--- src/arr_pkg.sv ---
// package: offsets, reset values, field layouts and encodings of the result bank
//
// Overview of operation
// (RULE_01) bit 7 of battery result shows thermal regulation
// (RULE_02) battery code bits 6..0, offset plus step
// (RULE_03) battery code reads zero after reset
// (RULE_04) system code, same offset and step as battery
// (RULE_05) bit 7 of system, thermistor, current reads 0
// (RULE_06) thermistor code as ratio of regulator rail
// (RULE_07) bit 7 of input result shows supply present
// (RULE_08) input supply code bits 6..0, fixed step
// (RULE_09) charge current code, zero offset, binary weights
// (RULE_10) current code forced zero below short threshold
// (RULE_11) all result bits read-only, writes ignored
// (RULE_12) each code updates whole on conversion done
package arr_pkg;
   localparam int unsigned CODE_W      = 7;        // width of one converter code
   localparam int unsigned ADDR_W      = 8;        // register address width
   localparam int unsigned DATA_W      = 8;        // register data width
   localparam int unsigned FLAG_BIT    = 7;        // position of the status flag bit
   localparam logic [7:0] OFS_BATT     = 8'h0e;    // battery voltage result
   localparam logic [7:0] OFS_SYS      = 8'h0f;    // system voltage result
   localparam logic [7:0] OFS_THERM    = 8'h10;    // thermistor ratio result
   localparam logic [7:0] OFS_INPUT    = 8'h11;    // input supply voltage result
   localparam logic [7:0] OFS_CURR     = 8'h12;    // charge current result
   localparam logic [6:0] RST_CODE     = 7'h00;    // code after reset (offset value)
   localparam logic [7:0] RD_UNMAPPED  = 8'h00;    // answer outside this bank
   localparam logic [7:0] RST_RDATA    = 8'h00;    // read data after reset
   // scale figures kept for reference by software models
   localparam int unsigned VOLT_OFS_MV = 2304;     // battery/system offset, mV
   localparam int unsigned VOLT_STEP_MV = 20;      // battery/system step, mV
   localparam int unsigned VIN_OFS_MV  = 2600;     // input supply offset, mV
   localparam int unsigned VIN_STEP_MV = 100;      // input supply step, mV
   localparam int unsigned CUR_STEP_MA = 50;       // charge current step, mA
   localparam int unsigned TS_OFS_PPK  = 21000;    // thermistor offset, 1/1000 %
   localparam int unsigned TS_STEP_PPK = 465;      // thermistor step, 1/1000 %

   // channel selector for a completed conversion
   typedef enum logic [2:0] {
      CH_BATT  = 3'b000,
      CH_SYS   = 3'b001,
      CH_THERM = 3'b010,
      CH_INPUT = 3'b011,
      CH_CURR  = 3'b100
   } arr_chan_e;

   // one finished conversion from the converter
   typedef struct packed {
      logic       done;    // one-cycle strobe
      arr_chan_e  chan;    // which channel finished
      logic [6:0] code;    // new 7-bit code
   } arr_conv_s;

   // register read request
   typedef struct packed {
      logic       rd;      // read strobe
      logic [7:0] addr;    // register offset
   } arr_rd_s;
endpackage : arr_pkg

--- src/arr_code_reg.sv ---
// holds one converter code, replaced whole on a completed conversion
`timescale 1ns/1ps
module arr_code_reg #(
   parameter int unsigned W = 7              // code width
) (
   input  wire logic         i_mclk,         // system clock
   input  wire logic         i_reset_n,      // async reset, active low
   input  wire logic         i_load,         // conversion done for this channel
   input  wire logic [W-1:0] i_code,         // new code
   output logic      [W-1:0] o_code          // held code
);
   logic [W-1:0] code_ff;                    // stored code
   logic [W-1:0] nxt_code;                   // next stored code

   // whole-word replace; no partial update is possible
   always_comb begin
      nxt_code = code_ff;
      if (i_load) begin
         nxt_code = i_code;                  // [RULE_12]
      end
   end

   // register; reset to the offset code
   always_ff @(posedge i_mclk or negedge i_reset_n) begin
      if (!i_reset_n) begin
         code_ff <= W'(arr_pkg::RST_CODE);   // [RULE_03]
      end else begin
         code_ff <= nxt_code;
      end
   end

   assign o_code = code_ff;
endmodule : arr_code_reg

--- src/arr_sync2.sv ---
// two-flop synchroniser for a level from outside the clock domain
`timescale 1ns/1ps
module arr_sync2 (
   input  wire logic i_mclk,      // system clock
   input  wire logic i_reset_n,   // async reset, active low
   input  wire logic i_async,     // asynchronous level
   output logic      o_sync       // synchronised level
);
   logic meta_ff;                 // first stage, read only by second
   logic sync_ff;                 // second stage
   logic nxt_meta;                // next first stage
   logic nxt_sync;                // next second stage

   // shift chain
   always_comb begin
      nxt_meta = i_async;
      nxt_sync = meta_ff;
   end

   // register both stages
   always_ff @(posedge i_mclk or negedge i_reset_n) begin
      if (!i_reset_n) begin
         meta_ff <= 1'b0;
         sync_ff <= 1'b0;
      end else begin
         meta_ff <= nxt_meta;
         sync_ff <= nxt_sync;
      end
   end

   assign o_sync = sync_ff;
endmodule : arr_sync2

--- src/arr_result_bank.sv ---
// read-only bank of converter result registers with status flags
`timescale 1ns/1ps
module arr_result_bank (
   input  wire logic              i_mclk,              // 100 MHz system clock
   input  wire logic              i_reset_n,           // async reset, active low
   input  wire arr_pkg::arr_conv_s i_conv,             // finished conversion, same domain
   input  wire logic              i_thermal_reg_flag,  // thermal regulation, async level
   input  wire logic              i_input_present_flag,// supply attached, async level
   input  wire logic              i_batt_below_short,  // battery under short threshold
   input  wire arr_pkg::arr_rd_s  i_rd,                // read request from serial engine
   input  wire logic              i_wr,                // write strobe, ignored here
   input  wire logic [7:0]        i_wdata,             // write data, ignored here
   output logic [7:0]             o_rdata,             // read data, registered
   output logic                   o_rvalid,            // read data valid pulse
   output logic                   o_hit                // address fell in this bank
);
   localparam int unsigned NCH = 5;                    // number of result channels

   logic [6:0]       code_w [NCH];                     // held codes per channel
   logic [NCH-1:0]   load_w;                           // load strobe per channel
   logic [6:0]       curr_in;                          // current code after forcing
   logic             therm_s;                          // synchronised thermal flag
   logic             vin_s;                            // synchronised present flag
   logic             short_s;                          // synchronised short level
   logic [7:0]       rdata_ff;                         // read data register
   logic [7:0]       nxt_rdata;                        // next read data
   logic             rvalid_ff;                        // read valid register
   logic             nxt_rvalid;                       // next read valid
   logic             hit_ff;                           // address hit register
   logic             nxt_hit;                          // next hit
   logic             unused_wr;                        // writes are dropped

   // writes land nowhere; the bank has no writable bit
   assign unused_wr = i_wr ^ (^i_wdata);               // [RULE_11]

   // status levels come from analog comparators, so resynchronise
   arr_sync2 u_sync_therm (
      .i_mclk    (i_mclk),
      .i_reset_n (i_reset_n),
      .i_async   (i_thermal_reg_flag),
      .o_sync    (therm_s)
   );
   arr_sync2 u_sync_vin (
      .i_mclk    (i_mclk),
      .i_reset_n (i_reset_n),
      .i_async   (i_input_present_flag),
      .o_sync    (vin_s)
   );
   arr_sync2 u_sync_short (
      .i_mclk    (i_mclk),
      .i_reset_n (i_reset_n),
      .i_async   (i_batt_below_short),
      .o_sync    (short_s)
   );

   // decode which channel a conversion belongs to
   function automatic logic [NCH-1:0] chan_dec(input arr_pkg::arr_chan_e c, input logic d);
      chan_dec = '0;
      if (d) begin
         case (c)
            arr_pkg::CH_BATT:  chan_dec = 5'h01;
            arr_pkg::CH_SYS:   chan_dec = 5'h02;
            arr_pkg::CH_THERM: chan_dec = 5'h04;
            arr_pkg::CH_INPUT: chan_dec = 5'h08;
            arr_pkg::CH_CURR:  chan_dec = 5'h10;
            default:           chan_dec = '0;   // unknown channel dropped
         endcase
      end
   endfunction : chan_dec

   assign load_w = chan_dec(i_conv.chan, i_conv.done);

   // a short battery gives meaningless current, so store zero
   assign curr_in = short_s ? 7'h00 : i_conv.code;     // [RULE_10]

   // one whole-word holder per channel
   genvar g;
   generate
      for (g = 0; g < NCH; g++) begin : g_ch
         arr_code_reg #(
            .W (arr_pkg::CODE_W)
         ) u_code (
            .i_mclk    (i_mclk),
            .i_reset_n (i_reset_n),
            .i_load    (load_w[g]),
            .i_code    ((g == NCH-1) ? curr_in : i_conv.code),  // [RULE_12]
            .o_code    (code_w[g])
         );
      end
   endgenerate

   // read mux; codes in 6..0, flags or zero in bit 7
   always_comb begin
      nxt_rdata  = arr_pkg::RD_UNMAPPED;
      nxt_hit    = 1'b0;
      nxt_rvalid = i_rd.rd;
      if (i_rd.rd) begin
         nxt_hit = 1'b1;
         case (i_rd.addr)
            arr_pkg::OFS_BATT:
               nxt_rdata = {therm_s, code_w[0]};                      // [RULE_01] [RULE_02]
            arr_pkg::OFS_SYS:
               nxt_rdata = {1'b0, code_w[1]};                         // [RULE_04] [RULE_05]
            arr_pkg::OFS_THERM:
               nxt_rdata = {1'b0, code_w[2]};                         // [RULE_06] [RULE_05]
            arr_pkg::OFS_INPUT:
               nxt_rdata = {vin_s, code_w[3]};                        // [RULE_07] [RULE_08]
            arr_pkg::OFS_CURR:
               nxt_rdata = {1'b0, code_w[4] & {7{~short_s}}};         // [RULE_09] [RULE_10]
            default: begin
               nxt_rdata = arr_pkg::RD_UNMAPPED;                      // not ours
               nxt_hit   = 1'b0;
            end
         endcase
      end else begin
         nxt_rdata = rdata_ff;                                        // hold last answer
      end
   end

   // output registers
   always_ff @(posedge i_mclk or negedge i_reset_n) begin
      if (!i_reset_n) begin
         rdata_ff  <= arr_pkg::RST_RDATA;
         rvalid_ff <= 1'b0;
         hit_ff    <= 1'b0;
      end else begin
         rdata_ff  <= nxt_rdata;
         rvalid_ff <= nxt_rvalid;
         hit_ff    <= nxt_hit;
      end
   end

   assign o_rdata  = rdata_ff;
   assign o_rvalid = rvalid_ff;
   assign o_hit    = hit_ff;
endmodule : arr_result_bank

--- config.mk ---
export PLATFORM = sky130hd
export DESIGN_NAME = arr_result_bank
export DESIGN_NICKNAME = d
export VERILOG_FILES = /design/src/arr_pkg.sv /design/src/arr_code_reg.sv /design/src/arr_sync2.sv /design/src/arr_result_bank.sv
export SDC_FILE = /design/constraint.sdc
export NUM_CORES = 1
export LEC_CHECK = 0
export BUFFER_PORTS_ARGS = -buffer_cell sky130_fd_sc_hd__buf_4
export CORE_MARGIN = 4
export CORE_UTILIZATION = 35
export DETAILED_ROUTE_END_ITERATION = 10
export PLACE_DENSITY = 0.56
export SLEW_MARGIN = 25
export SYNTH_ARGS = -nofsm -noshare
export SYNTH_HDL_FRONTEND = slang
export SYNTH_SLANG_ARGS = --single-unit
--- constraint.sdc ---
create_clock -name i_mclk -period 1.15 [get_ports i_mclk]
set_input_delay 0.0575 -clock i_mclk [delete_from_list [all_inputs] [get_ports i_mclk]]
set_output_delay 0.0575 -clock i_mclk [all_outputs]
set_load 0.01 [all_outputs]
After elaboration in Yosys (flattened, before gate mapping) --
Index checks and enable logic that the tools add are counted. Widths: inputs -> output; s select.
Storage, ports and cells: output and inout bits 10, input port bits 34, bits in registers 51, logic and storage cells 33
Cells by class: reduce and logical (&&, ||, !) cells 2, equality and inequality tests 9, bitwise logic cells 2, multiplexer cells 6
Operators by type and width (count):
- $pmux 8 s5 | 1
- $pmux 5 s5 | 1
- $eq 8x5->1 const B | 3
- $eq 8x4->1 const B | 2
- $and 7x7->7 | 1
- $mux 7 | 1
- $eq 3x2->1 const B | 2
- $mux 5 | 1
- $reduce_or 5->1 | 1
- $eq 3x1->1 const B | 1
- $eq 3x3->1 const B | 1
- $logic_not 3->1 | 1
- $mux 1 | 2
- $not 1->1 | 1

Logic depth before layout (Yosys ltp) --
word-level depth 4, mapped depth 6, mapped depth without buffers 4

By module --
From an unflattened synthesis, not the netlist that was laid out.
Unflattened totals: cell total of the unflattened synthesis 174, area, all modules 2433.6 um^2
By module, submodules not included:
- arr_code_reg | area an instance 291.5 um^2, instances 5, cells an instance 15
- arr_result_bank | area an instance 825.8 um^2, instances 1, cells an instance 93
- arr_sync2 | area an instance 50.0 um^2, instances 3, cells an instance 2

Worst setup path before layout --
OpenSTA, ideal clock, no wires.
path type flip-flop to flip-flop, from reg u_sync_short.sync_ff, in the netlist u_sync_short.o_sync, to reg rdata_ff[5], in the netlist o_rdata[5], buffers on the path 1, stages on the path, launching flop included 6, path slack -0.030 ns, arrival time 1.097 ns, required time 1.068 ns, library setup time 0.082 ns, clock period less this slack 1.180 ns, cell sequence dfrtp_1 -> or2_1 -> clkbuf_1 -> o22ai_1 -> a22oi_1 -> o22ai_1
On the way: cells in the longest elaborated chain, start to end 3
Ends and longest elaborated chain:
- from (decl) | RTL line arr_sync2.sv:10 | logic sync_ff;
- from (signal assigned) | RTL line arr_sync2.sv:27 | sync_ff <= nxt_sync;
- $not 1->1 | RTL line arr_result_bank.sv:109 | nxt_rdata = {1'b0, code_w[4] & {7{~short_s}}};
- $and 7x7->7 | RTL line arr_result_bank.sv:109
- $pmux 8 s5 | RTL line arr_result_bank.sv:99 | case (i_rd.addr)
- to (signal assigned) | RTL line arr_result_bank.sv:123 | rdata_ff <= arr_pkg::RST_RDATA;
- to (signal assigned) | RTL line arr_result_bank.sv:127 | rdata_ff <= nxt_rdata;
- to (decl) | RTL line arr_result_bank.sv:25 | logic [7:0] rdata_ff;
No other way between the ends. A chain may end at the register's enable or synchronous reset.

Worst setup path in the final report --
from reg g_ch[3].u_code.code_ff[0], to reg rdata_ff[0], in the netlist o_rdata[0]
On the way: cells in the longest elaborated chain, start to end 1
Ends and longest elaborated chain:
- from (decl) | RTL line arr_code_reg.sv:12 | logic [W-1:0] code_ff;
- from (signal assigned) | RTL line arr_code_reg.sv:26 | code_ff <= W'(arr_pkg::RST_CODE);
- from (signal assigned) | RTL line arr_code_reg.sv:28 | code_ff <= nxt_code;
- $pmux 8 s5 | RTL line arr_result_bank.sv:99
No other way between the ends.

==> flow_metrics.env <==
export IMPL_irDropWorstVdd_v=0.000655
export IMPL_ant_nets=0
export IMPL_syn_to_final_growth_pct=28.7
export IMPL_synth_edf_count=0
export IMPL_wl_um=4640
export IMPL_leakagePower_uw=0.00126
export IMPL_grt_pass1_wl_um=7650
export IMPL_syn_nets=214
export IMPL_root_buffer="clkbuf_8"
export IMPL_finalCriticalPeriod_ns=1.18
export IMPL_drt_iter0_drc=113
export IMPL_hold_viol=0
export IMPL_worstMarginPinSlew_ns=0.342
export IMPL_synth_seq_area_share_pct=56.4
export IMPL_grt_max_degree=52
export IMPL_grt_remaining_overflow=0
export IMPL_clk_latency_ns=0.30
export IMPL_cts_tree="built"
export IMPL_diodes=0
export IMPL_ys_types=27
export IMPL_syn_mean_instance_area_um2=12.6
export IMPL_post_drt_wl_per_cell_um=15.1
export IMPL_drc=0
export IMPL_clkTransAtPathRegs_ns=0.09
export IMPL_viasPerCell=4.82
export IMPL_report_final_slew_viol_count=0
export IMPL_crit_required_ns=1.32
export IMPL_final_common_cell="dfrtp_1"
export IMPL_setup_violations=6
export IMPL_holdCritPathClass="input port to register"
export IMPL_die_width_um=88.4
export IMPL_largest_register_ffs=35
export IMPL_slew_headroom_pct=77.2
export IMPL_start_kind="register"
export IMPL_synthArstFlopShare_pct=100
export IMPL_period_share_pct=102
export IMPL_htreeDepth=2
export IMPL_layout_common_cells="dfrtp_1 (51), buf_4 (41), mux2_2 (35)"
export IMPL_violations="negative setup slack"
export IMPL_ios=44
export IMPL_netlist_area_leader_share_pct=56.4
export IMPL_fmax_mhz=848
export IMPL_cts_buffers=5
export IMPL_grtUsageTotal_pct=12.9
export IMPL_path_max_fanout=2
export IMPL_cap_violations=0
export IMPL_synth_flop_cell="dfrtp_1"
export IMPL_arrival_ns=1.35
export IMPL_fin_cells=308
export IMPL_clock_skew_ns=0.00805
export IMPL_ys_warn_count=0
export IMPL_first_pass_iters=4
export IMPL_critical_path_max_stage_delay_ns=0.38
export IMPL_antenna_found_initial=0
export IMPL_synth_area_leaders="dfrtp_1 (56%), mux2_2 (17%), o22ai_1 (3.9%), mux2i_1 (3.1%), nand2_1 (2.7%)"
export IMPL_worstSetupPathType="register to register"
export IMPL_synth_cells=180
export IMPL_start_util_pct=35.9
export IMPL_pre_cts_slack_ns=-0.190
export IMPL_dieArea_um2=7820
export IMPL_timing_final_ws_setup_ns=-0.0287
export IMPL_crit_chain="mux2i_1 > o22ai_2 > a22oi_1 > o22ai_1"
export IMPL_slowest_stage="dfrtp_1"
export IMPL_dp_cells=295
export IMPL_fp_dieH_um=88.4
export IMPL_crit_buf_inv=0
export IMPL_core_area_um2=6310
export IMPL_grt_setup_unrepaired="yes"
export IMPL_clockBufferDepth=2
export IMPL_dp_hpwl_um=3230
export IMPL_final_util_pct=46.2
export IMPL_numClockSinks=51
export IMPL_nets=264
export IMPL_fin_setup_tns_ns=-0.0961
export IMPL_vias=1485
export IMPL_port_buffers=34
export IMPL_drive_above_1_share_pct=43.3
export IMPL_syn_area_um2=2260
export IMPL_gp_congestion=0.734
export IMPL_grt_pass1_vias=1472
export IMPL_yosys_area_top_type="dfrtp_1"
export IMPL_status="finished with violations"
export IMPL_cp_end_kind="register"
export IMPL_cp_top_family="compound AO/OA/AOI/OAI gates"
export IMPL_power_density_nw_per_um2=1420
export IMPL_synth_seq_cells=51
export IMPL_core_rowCount=29
layer usage:
metal	vias to the layer above	track usage, %	part of all wire [%]
met4	0	2.88	0.52
met2	30	18.8	44
met5	-	0	0
met1	717	19.3	51
met3	4	3.17	4.7
li1	734	-	-
worst register-to-register path: cells and delay by family (launching register included):
kind	cells	cell delay [ns]
flip-flops	1	0.38
AO/OA/AOI/OAI	3	0.44
multiplexers	1	0.23
kinds of logic (layout without fill, tap and decap cells):
kind of cell,count (synthesis),count (layout),synth area share [%]
compound gates,32,32,10.6
buf+inv,18,69,3.26
simple gates,37,37,9.28
flops,51,51,56.4
mux,42,42,20.5
metrics by stage:
step                hold slack (ns)  area [um2]  power (uW)
finish                       0.0144        2920        4150
global placement             0.0561        2730        2870
detailed placement           0.0551        2730        2880
CTS                         0.00956        2910        4200
floorplan                    -0.238        2270        2600
global route                0.00749        2920        4370
synth_stat cells, types with 2 or more instances:
cell and number:
mux2i_1 7, nand2_1 16, dfrtp_1 51, buf_2 4, inv_1 10, mux2_2 35, nor2_2 2, o22ai_1 14
nand3_1 2, nand2b_1 8, a22oi_1 7, clkbuf_1 3, o21ai_0 7
path summary, 6_finish.rpt:
kind / start / end / slack [ns] / cells past startpoint
worst max-delay path: g_ch[3].u_code.o_code[0] / o_rdata[0] / -0.03 / 4
worst min-delay path: i_conv[6] / g_ch[0].u_code.o_code[6] / 0.01 / 2
worst max register to register: g_ch[3].u_code.o_code[0] / o_rdata[0] / -0.03 / 4
worst min register to register: u_sync_vin.meta_ff / u_sync_vin.o_sync / 0.36 / 0
max in group asynchronous: i_reset_n / g_ch[4].u_code.o_code[1] / 0.65 / 3
min in group asynchronous: i_reset_n / u_sync_short.meta_ff / 0.26 / 3
power by group:
part / internal (uW) / total, uW / switching, uW
registers: 2060 / 2180 / 120
logic: 401 / 685 / 284
clock network: 705 / 1290 / 581
cell type report:
type	instances	area (um2)
fillers	618	3400
flip-flops and latches	51	1280
clock buffers	6	82.6
inverters	10	37.5
well taps	77	96.3
clock inverters	2	35.0
multi-input cells	111	930
repair buffers	51	458
what timing repair did:
action | CTS | global route
resized for setup | 2 | 1
buffers inserted | 0 | 0
endpoints found under the hold margin | 55 | 0
hold buffers | 5 | 0
endpoints found under the setup margin | 7 | 7
pin swaps | 0 | 0
(Power assumes the default switching activity.)
